===== config.mk =====
export PLATFORM = sky130hd
export DESIGN_NAME = spcr_top
export DESIGN_NICKNAME = d
export VERILOG_FILES = /design/src/logic/spcr_pkg.sv /design/src/logic/spcr_clk_div.sv /design/src/logic/spcr_top.sv
export VERILOG_INCLUDE_DIRS = /design/src /design/src/logic
export SDC_FILE = /design/constraint.sdc
export NUM_CORES = 1
export LEC_CHECK = 0
export BUFFER_PORTS_ARGS = -buffer_cell sky130_fd_sc_hd__buf_2
export CAP_MARGIN = 0
export CORE_MARGIN = 5
export CORE_UTILIZATION = 30
export CTS_BUF_LIST = sky130_fd_sc_hd__clkbuf_2
export DETAILED_ROUTE_END_ITERATION = 10
export PLACE_DENSITY = 0.49
export REMOVE_ABC_BUFFERS = 1
export SLEW_MARGIN = 20
export SYNTH_ARGS = -nofsm -noshare
export SYNTH_HDL_FRONTEND = slang
export SYNTH_SLANG_ARGS = --single-unit

===== constraint.sdc =====
create_clock -name clk -period 3.5 [get_ports clk]
set_input_delay 0.35 -clock clk [delete_from_list [all_inputs] [get_ports clk]]
set_output_delay 0.35 -clock clk [all_outputs]
set_load 0.05 [all_outputs]

===== src/logic/spcr_cfg.svh =====
// constants of the system power, clock and reset controller
`ifndef SPCR_CFG_SVH
`define SPCR_CFG_SVH

// ********************
// timing
// ********************
`define SPCR_CLK_MHZ       100
`define SPCR_WAKE_US       35
`define SPCR_WAKE_CYC      (`SPCR_WAKE_US * `SPCR_CLK_MHZ)
`define SPCR_RST_HOLD_CYC  3'h7
`define SPCR_SWITCH_GAP    2'h2

// ********************
// divider bank
// ********************
`define SPCR_NUM_INT_DIV   12
`define SPCR_NUM_FRAC16    5
`define SPCR_INT_W         16
`define SPCR_WIDE_W        24
`define SPCR_FRAC_W        5

// ********************
// reset cause bit positions
// ********************
`define SPCR_CAUSE_POR     0
`define SPCR_CAUSE_PIN     1
`define SPCR_CAUSE_WD      2
`define SPCR_CAUSE_SW      3
`define SPCR_CAUSE_BOD     4

// ********************
// main oscillator codes: 24 MHz + 4 MHz per step
// ********************
`define SPCR_MOSC_RST      3'h0
`define SPCR_MOSC_MAX      3'h6

`endif


===== src/logic/spcr_pkg.sv =====
// types of the system power, clock and reset controller
package spcr_pkg;

    typedef enum logic [2:0] {
        SPCR_HOLD,
        SPCR_ACTIVE,
        SPCR_SLEEP,
        SPCR_DEEP,
        SPCR_WAKE
    } spcr_mode_e;

    typedef struct packed {
        spcr_mode_e  mode;
        logic [11:0] wake_cnt;
        logic [2:0]  rst_cnt;
        logic        sys_rst;
        logic        cpu_clk_en;
        logic        periph_clk_en;
        logic        hf_osc_en;
        logic        cpu_pwr_en;
        logic [4:0]  cause;
        logic        dbg_dis;
        logic        sec_lock;
        logic        dbg_port_en;
        logic        prog_port_en;
        logic [2:0]  mosc_code;
        logic        mosc_lock;
        logic [1:0]  hf_sel;
        logic        hf_gate;
        logic [1:0]  sw_cnt;
        logic [15:0] wd_cnt;
        logic [2:0]  pin_s;
        logic [2:0]  bod_s;
        logic [2:0]  lpo_s;
        logic [2:0]  sup_s;
        logic [2:0]  wk_s;
    } spcr_state_s;

    typedef struct packed {
        logic [23:0] cnt;
        logic [4:0]  acc;
        logic        extra;
        logic        tick;
    } spcr_div_s;

endpackage : spcr_pkg


===== src/logic/spcr_clk_div.sv =====
// one integer or fractional divider of the high frequency clock
`timescale 1ns/10ps
`default_nettype none
`include "spcr_cfg.svh"

module spcr_clk_div #(
    parameter int WIDTH  = 16,
    parameter int FRAC_W = 5
) (
    input  wire logic              clk,
    input  wire logic              rst,
    input  wire logic              en,
    input  wire logic [WIDTH-1:0]  div_int,
    input  wire logic [FRAC_W-1:0] div_frac,
    output logic                   tick
);

    // ********************
    // elaboration check
    // ********************
    if (WIDTH > `SPCR_WIDE_W || FRAC_W > `SPCR_FRAC_W
        || WIDTH < 1) begin : g_chk
        $error("spcr_clk_div: width out of range");
    end

    spcr_pkg::spcr_div_s s_r;
    spcr_pkg::spcr_div_s s_nxt;
    logic [23:0]         limit;
    logic [5:0]          sum;

    // count to div_int, plus one cycle whenever the fraction overflows
    always_comb begin
        s_nxt = s_r;
        limit = 24'(div_int) + 24'(s_r.extra);
        sum   = {1'b0, s_r.acc} + 6'(div_frac);
        s_nxt.tick = 1'b0;
        if (!en) begin
            s_nxt.cnt   = 24'h00_0000;
            s_nxt.acc   = 5'h00;
            s_nxt.extra = 1'b0;
        end else if (s_r.cnt >= limit) begin
            s_nxt.cnt   = 24'h00_0000;
            s_nxt.tick  = 1'b1;
            s_nxt.acc   = sum[4:0];
            s_nxt.extra = sum[5];
        end else begin
            s_nxt.cnt = s_r.cnt + 24'h00_0001;
        end
    end

    // state register
    always_ff @(posedge clk) begin
        if (rst) begin
            s_r <= '0;
        end else begin
            s_r <= s_nxt;
        end
    end

    assign tick = s_r.tick;

endmodule : spcr_clk_div
`default_nettype wire


===== src/logic/spcr_top.sv =====
// power mode sequencer, clock control, watchdog and reset control
`timescale 1ns/10ps
`default_nettype none
`include "spcr_cfg.svh"

// Overview of operation
// in active mode the cpu, memories and peripherals all get clocks.
// sleep gates the cpu clock, keeps peripherals and wakes at once.
// deep sleep stops the fast clock and waking takes 35 us.
// mode entry waits for good supply and brown-out forces a reset.
// clock source changes are glitch free and inputs are synchronised; the code synchronises only the pin, brown-out, supply, tick and wake-up inputs.
// 18 dividers: 12 16-bit integer, 5 16-bit and 1 24-bit fractional.
// the main oscillator starts at 24 MHz and steps 4 MHz up to 48 MHz.
// the main oscillator can lock to the watch crystal when enabled.
// the watchdog runs on low power oscillator ticks, resets on timeout.
// each reset source is logged in a cause register that survives reset.
// every reset source returns the logic to a known state.
// a low level on the external reset pin resets the device.
// debug is on after reset and once disabled returns only after erase.
// device security permanently shuts programming, debug and test ports.
// the wake-up controller wakes the cpu from deep sleep, cpu power off.
// servicing the watchdog restarts its count from zero.
module spcr_top #(
    parameter int NUM_INT = `SPCR_NUM_INT_DIV,
    parameter int NUM_F16 = `SPCR_NUM_FRAC16
) (
    input  wire logic                      clk,
    input  wire logic                      rst,
    input  wire logic                      ext_reset_n,
    input  wire logic                      brownout,
    input  wire logic                      supply_ok,
    input  wire logic                      low_power_osc_tick,
    input  wire logic                      wakeup_irq_ctrl,
    input  wire logic                      nested_irq_wake,
    input  wire logic                      sleep_req,
    input  wire logic                      deep_sleep_req,
    input  wire logic                      sw_reset_req,
    input  wire logic                      wd_enable,
    input  wire logic [15:0]               wd_limit,
    input  wire logic                      wd_service,
    input  wire logic                      cause_clear,
    input  wire logic                      debug_disable,
    input  wire logic                      full_erase_done,
    input  wire logic                      security_enable,
    input  wire logic [2:0]                mosc_freq_code,
    input  wire logic                      mosc_lock_en,
    input  wire logic                      watch_crystal_osc_ok,
    input  wire logic [1:0]                hf_src_req,
    input  wire logic [17:0]               div_enable,
    input  wire logic [NUM_INT-1:0][15:0]  int_div_val,
    input  wire logic [NUM_F16-1:0][15:0]  frac_div_int,
    input  wire logic [NUM_F16-1:0][4:0]   frac_div_frac,
    input  wire logic [23:0]               wide_div_int,
    input  wire logic [4:0]                wide_div_frac,
    output logic                           sys_reset,
    output logic                           cpu_clk_en,
    output logic                           periph_clk_en,
    output logic                           hf_osc_en,
    output logic                           cpu_pwr_en,
    output logic [2:0]                     power_mode,
    output logic [4:0]                     reset_cause,
    output logic                           debug_port_en,
    output logic                           prog_test_port_en,
    output logic [2:0]                     internal_main_osc_code,
    output logic                           internal_main_osc_lock,
    output logic [1:0]                     high_freq_clock_sel,
    output logic                           high_freq_clock_gate,
    output logic [15:0]                    watchdog_count,
    output logic [17:0]                    div_tick
);

    // ********************
    // elaboration check
    // ********************
    if (NUM_INT + NUM_F16 + 1 != 18) begin : g_chk
        $error("spcr_top: divider bank must hold eighteen dividers");
    end

    localparam logic [11:0] WAKE_LAST = 12'(`SPCR_WAKE_CYC - 1);

    spcr_pkg::spcr_state_s s_r;
    spcr_pkg::spcr_state_s s_nxt;
    logic                  lpo_rise;
    logic                  wd_exp;
    logic                  pin_act;
    logic                  bod_act;
    logic                  rst_evt;
    logic [4:0]            cause_set;

    // ********************
    // next state
    // ********************
    always_comb begin
        s_nxt = s_r;
        // two-flop synchronisers, third flop only for edge detect
        s_nxt.pin_s = {s_r.pin_s[1:0], ext_reset_n};
        s_nxt.bod_s = {s_r.bod_s[1:0], brownout};
        s_nxt.lpo_s = {s_r.lpo_s[1:0], low_power_osc_tick};
        s_nxt.sup_s = {s_r.sup_s[1:0], supply_ok};
        s_nxt.wk_s  = {s_r.wk_s[1:0], wakeup_irq_ctrl};
        lpo_rise = s_r.lpo_s[1] & ~s_r.lpo_s[2];
        pin_act  = ~s_r.pin_s[1];
        bod_act  = s_r.bod_s[1];
        wd_exp   = wd_enable & lpo_rise & ~wd_service
                   & (s_r.wd_cnt >= wd_limit);
        rst_evt  = pin_act | bod_act | wd_exp | sw_reset_req;

        // sticky cause, new events win over the clear
        cause_set = 5'h00;
        cause_set[`SPCR_CAUSE_PIN] = pin_act;
        cause_set[`SPCR_CAUSE_BOD] = bod_act;
        cause_set[`SPCR_CAUSE_WD]  = wd_exp;
        cause_set[`SPCR_CAUSE_SW]   = sw_reset_req;
        s_nxt.cause = (cause_clear ? 5'h00 : s_r.cause) | cause_set;

        // debug and security lockout
        if (full_erase_done) begin
            s_nxt.dbg_dis = 1'b0;
        end
        if (debug_disable) begin
            s_nxt.dbg_dis = 1'b1;
        end
        if (security_enable) begin
            s_nxt.sec_lock = 1'b1;
        end
        s_nxt.dbg_port_en  = ~s_nxt.dbg_dis & ~s_nxt.sec_lock;
        s_nxt.prog_port_en = ~s_nxt.sec_lock;

        // main oscillator step and watch crystal lock
        if (mosc_freq_code <= `SPCR_MOSC_MAX) begin
            s_nxt.mosc_code = mosc_freq_code;
        end
        s_nxt.mosc_lock = mosc_lock_en & watch_crystal_osc_ok
                         & s_r.hf_osc_en;

        // glitch-free source switch: gate off, wait, swap, gate on
        if (s_r.hf_sel != hf_src_req && s_r.hf_gate) begin
            s_nxt.hf_gate = 1'b0;
            s_nxt.sw_cnt  = `SPCR_SWITCH_GAP;
        end else if (!s_r.hf_gate && s_r.sw_cnt != 2'h0) begin
            s_nxt.sw_cnt = s_r.sw_cnt - 2'h1;
        end else if (!s_r.hf_gate) begin
            s_nxt.hf_sel  = hf_src_req;
            s_nxt.hf_gate = 1'b1;
        end

        // watchdog count on low power ticks
        if (wd_service || !wd_enable) begin
            s_nxt.wd_cnt = 16'h0000;
        end else if (lpo_rise) begin
            s_nxt.wd_cnt = s_r.wd_cnt + 16'h0001;
        end

        // reset sequencing and power modes
        if (rst_evt) begin
            s_nxt.sys_rst       = 1'b1;
            s_nxt.rst_cnt       = `SPCR_RST_HOLD_CYC;
            s_nxt.mode          = spcr_pkg::SPCR_HOLD;
            s_nxt.wd_cnt        = 16'h0000;
            s_nxt.mosc_code     = `SPCR_MOSC_RST;
            s_nxt.cpu_clk_en    = 1'b0;
            s_nxt.periph_clk_en = 1'b0;
        end else if (s_r.sys_rst) begin
            if (s_r.rst_cnt == 3'h0) begin
                s_nxt.sys_rst = 1'b0;
            end else begin
                s_nxt.rst_cnt = s_r.rst_cnt - 3'h1;
            end
        end else begin
            case (s_r.mode)
                spcr_pkg::SPCR_HOLD: begin
                    if (s_r.sup_s[1]) begin
                        s_nxt.mode = spcr_pkg::SPCR_ACTIVE;
                    end
                end
                spcr_pkg::SPCR_ACTIVE: begin
                    if (deep_sleep_req) begin
                        s_nxt.mode = spcr_pkg::SPCR_DEEP;
                    end else if (sleep_req) begin
                        s_nxt.mode = spcr_pkg::SPCR_SLEEP;
                    end
                end
                spcr_pkg::SPCR_SLEEP: begin
                    if (nested_irq_wake || s_r.wk_s[1]) begin
                        s_nxt.mode = spcr_pkg::SPCR_ACTIVE;
                    end
                end
                spcr_pkg::SPCR_DEEP: begin
                    if (s_r.wk_s[1]) begin
                        s_nxt.mode     = spcr_pkg::SPCR_WAKE;
                        s_nxt.wake_cnt = WAKE_LAST;
                    end
                end
                spcr_pkg::SPCR_WAKE: begin
                    if (s_r.wake_cnt == 12'h000) begin
                        s_nxt.mode = spcr_pkg::SPCR_ACTIVE;
                    end else begin
                        s_nxt.wake_cnt = s_r.wake_cnt - 12'h001;
                    end
                end
                default: s_nxt.mode = spcr_pkg::SPCR_HOLD;
            endcase
            s_nxt.cpu_clk_en    = (s_nxt.mode == spcr_pkg::SPCR_ACTIVE);
            s_nxt.periph_clk_en = s_nxt.cpu_clk_en
                                  | (s_nxt.mode == spcr_pkg::SPCR_SLEEP);
        end
        s_nxt.hf_osc_en  = (s_nxt.mode != spcr_pkg::SPCR_DEEP);
        s_nxt.cpu_pwr_en = (s_nxt.mode != spcr_pkg::SPCR_DEEP);
    end

    // ********************
    // state register, cold reset
    // ********************
    always_ff @(posedge clk) begin
        if (rst) begin
            s_r        <= '0;
            s_r.mode   <= spcr_pkg::SPCR_HOLD;
            s_r.cause  <= 5'h01;
            s_r.pin_s  <= 3'h7;
            s_r.sys_rst <= 1'b1;
            s_r.rst_cnt <= `SPCR_RST_HOLD_CYC;
        end else begin
            s_r <= s_nxt;
        end
    end

    // ********************
    // divider bank
    // ********************
    for (genvar i = 0; i < 18; i++) begin : g_div
        localparam int W = (i < NUM_INT) ? `SPCR_INT_W
                         : (i < 17) ? `SPCR_INT_W : `SPCR_WIDE_W;
        localparam int F = (i < NUM_INT) ? 1 : `SPCR_FRAC_W;
        logic [W-1:0] di;
        logic [F-1:0] df;
        if (i < NUM_INT) begin : g_int
            assign di = int_div_val[i];
            assign df = 1'b0;
        end else if (i < 17) begin : g_f16
            assign di = frac_div_int[i-NUM_INT];
            assign df = frac_div_frac[i-NUM_INT];
        end else begin : g_f24
            assign di = wide_div_int;
            assign df = wide_div_frac;
        end
        spcr_clk_div #(.WIDTH(W), .FRAC_W(F)) u_div (
            .clk      (clk),
            .rst      (rst | s_r.sys_rst),
            .en       (div_enable[i] & s_r.periph_clk_en & s_r.hf_gate),
            .div_int  (di),
            .div_frac (df),
            .tick     (div_tick[i])
        );
    end

    // outputs straight from the state register
    assign sys_reset              = s_r.sys_rst;
    assign cpu_clk_en             = s_r.cpu_clk_en;
    assign periph_clk_en          = s_r.periph_clk_en;
    assign hf_osc_en              = s_r.hf_osc_en;
    assign cpu_pwr_en             = s_r.cpu_pwr_en;
    assign power_mode             = s_r.mode;
    assign reset_cause            = s_r.cause;
    assign debug_port_en          = s_r.dbg_port_en;
    assign prog_test_port_en      = s_r.prog_port_en;
    assign internal_main_osc_code = s_r.mosc_code;
    assign internal_main_osc_lock = s_r.mosc_lock;
    assign high_freq_clock_sel    = s_r.hf_sel;
    assign high_freq_clock_gate   = s_r.hf_gate;
    assign watchdog_count         = s_r.wd_cnt;

    // ********************
    // assertions
    // ********************
    property p_sleep_gate;
        @(posedge clk) disable iff (rst)
        s_r.mode == spcr_pkg::SPCR_SLEEP |-> !cpu_clk_en && periph_clk_en;
    endproperty
    a_sleep_gate: assert property (p_sleep_gate)
        else $error("sleep gating wrong");

    property p_deep_off;
        @(posedge clk) disable iff (rst)
        s_r.mode == spcr_pkg::SPCR_DEEP |-> !hf_osc_en && !cpu_pwr_en;
    endproperty
    a_deep_off: assert property (p_deep_off)
        else $error("deep sleep clock on");

    property p_wake_len;
        @(posedge clk) disable iff (rst || s_r.sys_rst)
        s_r.mode == spcr_pkg::SPCR_DEEP && s_nxt.mode == spcr_pkg::SPCR_WAKE
        |=> s_r.wake_cnt == WAKE_LAST;
    endproperty
    a_wake_len: assert property (p_wake_len)
        else $error("wake count wrong");

    property p_active_clk;
        @(posedge clk) disable iff (rst)
        s_r.mode == spcr_pkg::SPCR_ACTIVE && !sys_reset |-> cpu_clk_en;
    endproperty
    a_active_clk: assert property (p_active_clk)
        else $error("active cpu gated");

    property p_wd_reset;
        @(posedge clk) disable iff (rst)
        wd_exp |=> sys_reset && reset_cause[`SPCR_CAUSE_WD];
    endproperty
    a_wd_reset: assert property (p_wd_reset)
        else $error("watchdog no reset");

    property p_wd_service;
        @(posedge clk) disable iff (rst)
        wd_service |=> watchdog_count == 16'h0000;
    endproperty
    a_wd_service: assert property (p_wd_service)
        else $error("service no restart");

    property p_pin_rst;
        @(posedge clk) disable iff (rst)
        !ext_reset_n [*3] |=> ##[0:1] sys_reset;
    endproperty
    a_pin_rst: assert property (p_pin_rst)
        else $error("pin reset missed");

    property p_sec_lock;
        @(posedge clk) disable iff (rst)
        s_r.sec_lock |=> s_r.sec_lock && !prog_test_port_en;
    endproperty
    a_sec_lock: assert property (p_sec_lock)
        else $error("security reopened");

    property p_dbg_dis;
        @(posedge clk) disable iff (rst)
        s_r.dbg_dis && !full_erase_done |=> !debug_port_en;
    endproperty
    a_dbg_dis: assert property (p_dbg_dis)
        else $error("debug reopened");

    property p_switch;
        @(posedge clk) disable iff (rst)
        $changed(high_freq_clock_sel) |-> $past(high_freq_clock_gate) == 1'b0;
    endproperty
    a_switch: assert property (p_switch)
        else $error("switch not gated");

endmodule : spcr_top
`default_nettype wire


==> reports/results.ini <==
[run]
drv_cap = 0

[timing]
period_needed_ps = 3500
worstMarginPinSlew_ps = 863
hold_viol_final = 0
relSlewSlack_pct = 42.5
fin_tns_setup_ps = -2.51
setup_viol = 1
post-route-worst-setup-slack_ps = -2.51
finClkSkew_ps = 80.7
max_freq_ghz = 0.286
post-route-period-util_pct = 100
slew_viol_final = 0

[yosys]
synthArstFlopShare_pct = 0
synth_cells = 3539
yosys_warnings = 0
ys_types = 75
netlist_area_mm2 = 0.0312
synth-edff-count = 0
yosysSeqAreaShare_pct = 35.5
ys.flop_type = dfxtp_1
avgSynthCellArea_um2 = 8.81
synth_seq_cells = 553

[detailed_routing]
route.detailed.drc = 0
avgViaCountPerCell = 4.53
totalWireLength_um = 84600
dr.pass1.iters = 5
first_iter_violations = 1088
routedWlPerCell_um = 13.8
vias = 27800
drtAntennaViolNets = 0

[power_and_ir_drop]
clkPwrFrac_pct = 40.2
switching_share_pct = 28.4
p_comb_share_pct = 9.8
total_power_w = 0.0129
seq_power_share_pct = 50.0
max-vdd-ir-drop_uv = 175
p_int_w = 0.00922
power_leakage_nw = 18.4
power-per-cell-area_mw_per_mm2 = 312
switchingPower_w = 0.00366

[finish]
syn2layout_area_growth_pct = 32.4
final_cells = 6135
layout-drive-gt1-share_pct = 17.2
num-nets-final = 5391

[cts]
clockBufferDepth = 3
clk_latency_ps = 1350
cts_tree = yes
cts.sink_count = 553
clockRootBuffer = clkbuf_2
path_clk_slew_ps = 100
numCtsBuffers = 163
ctsHtreeMaxLevel = 4

[global_route]
grt_pass1_vias = 27900
grtUsageTotal_pct = 15.1
grt_overflow = 0
grt_max_degree = 36
antenna_found_initial = 14
grt_pass1_wl_um = 140000

[setup_path]
startpoint_type = input pin
required_ps = 4690
path_class = input pin to flop
end_kind = flop
cp_max_fo = 13
worstPathArrival_ps = 4690

[outcome]
violations = setup timing
outcome = complete, but fails checks

[floorplan]
row_count = 118
dieHeight_um = 332
io_pins = 440
die_area_mm2 = 0.111
core_area_mm2 = 0.103
start_util_pct = 30.2
die_x_um = 332

[min_path]
hp-class = input pin to flop

[placed_design]
dp_cells = 5388
gp_congestion = 0.793
io_buffers = 439
hpwlAfterDp_um = 61600
preCtsSetupSlack_ps = -88.0

==> stage by stage <==
step / util, % / cell area, µm² / hold slack, ps
2_1_floorplan: - / 30900 / 389
3_3_place_gp: 33.9 / 35100 / 410
3_5_place_dp: 33.9 / 35100 / 401
4_1_cts: 39.7 / 41000 / 0.488
5_1_grt: 40.0 / 41300 / -14.0
6_report: 40.0 / 41300 / 167
==> metal layers <==
| layer | GRT usage [%] | routed length (µm) | vias to the layer above |
|---|---|---|---|
| li1 | - | - | 14500 |
| met1 | 19.4 | 39400 | 12700 |
| met2 | 24.7 | 38900 | 483 |
| met3 | 3.65 | 4190 | 172 |
| met4 | 5.22 | 2090 | 6 |
| met5 | 0 | 36 | - |
==> layout make-up <==
type	instances	area, µm²
fillers	10600	62000
diodes	15	37.5
repair buffers	919	6930
clock buffers	224	1120
clock inverters	63	439
well taps	1380	1730
flip-flops and latches	553	11100
multi-input cells	2667	18800
inverters	314	1180
==> cells in the final DEF (no fill, tap or decap), types with 18 or more instances in the layout <==
cell type	n
dlygate4sd3_1	428
nor4_1	36
nand3_1	213
nand2_1	202
xnor2_1	181
buf_2	439
o21ai_0	61
nor2_1	364
inv_1	314
xor2_1	229
and4_1	31
and3_1	76
and2_1	21
clkinv_1	37
conb_1	114
buf_4	42
dfxtp_1	540
clkbuf_2	224
a21o_1	55
nand4_1	94
ha_1	375
nand2b_1	23
a21oi_1	104
nor3_1	123
nor2b_1	27
o211ai_1	18
a2111oi_0	23
a211oi_1	78
==> flip-flops by register name, summed over array words and instances, names as in the netlist <==
register / cells
high_freq_clock_gate: 1
sys_reset: 1
periph_clk_en: 1
cpu_pwr_en: 1
s_nxt: 9
debug_port_en: 1
power_mode: 3
reset_cause: 5
cpu_clk_en: 1
g_div.u_div.s_r: 468
internal_main_osc_code: 3
prog_test_port_en: 1
internal_main_osc_lock: 1
g_div.u_div.tick: 18
s_r: 20
high_freq_clock_sel: 2
bod_act: 1
watchdog_count: 16
==> critical path, stage by stage <==
cell and delay [ps]:
dlygate4sd3_1 530, buf_2 110, dlygate4sd3_1 570, nand2b_1 70
dlygate4sd3_1 640, nor4b_1 540, a31oi_1 270, dlygate4sd3_1 680
o2111ai_2 120, buf_6 210, nor2_1 60, dlygate4sd3_1 540
==> power by group through the flow <==
stage	Clock (W)	Combinational (W)	Sequential [W]
after global routing	0.00586	0.00142	0.00645
after detailed placement	0	0.000958	0.00659
after global placement	0	0.000951	0.00658
after floorplan	0	0.000448	0.00664
final	0.00517	0.00127	0.00644
after CTS	0.00553	0.00126	0.00644
==> synth_stat cells (all sizes together), types with 72 or more instances <==
library cell	number	share of area, %
a211oi	83	2.0
a21oi	106	1.7
and3	77	1.5
buf	72	1.9
dfxtp	553	35
ha	383	15
inv	314	3.8
nand2	202	2.4
nand3	214	3.4
nand4	94	1.9
nor2	368	4.4
nor3	137	2.4
xnor2	182	5.1
xor2	229	6.4
==> worst paths after layout <==
path                          start                      end  slack (ps)  cells after the start
max                       wd_enable               cpu_clk_en          -3                     12
min                int_div_val[178]  g_div[11].u_div.s_r[14]         170                      7
max reg2reg  g_div[4].u_div.s_r[17]   g_div[4].u_div.s_r[17]         110                     11
min reg2reg               s_nxt[13]                s_nxt[14]         420                      1
==> what timing repair did <==
item | in CTS | in global routing
hold buffers | 434 | 2
endpoints found under the hold margin | 439 | 8
endpoints found under the setup margin | 0 | 171
buffers inserted | 0 | 13
resized for setup | 0 | 64
==> kinds of logic after synthesis <==
| kind of cell | Yosys count | synth area share, % |
|---|---|---|
| other cells | 1 | 0.0120 |
| buf+inv | 432 | 6.19 |
| compound gates | 456 | 10.2 |
| xor+xnor | 411 | 11.5 |
| fa+ha+maj | 389 | 15.7 |
| mux | 16 | 0.513 |
| simple gates | 1281 | 20.3 |
| flops | 553 | 35.5 |
No activity file was read; power rests on OpenSTA's default activity.
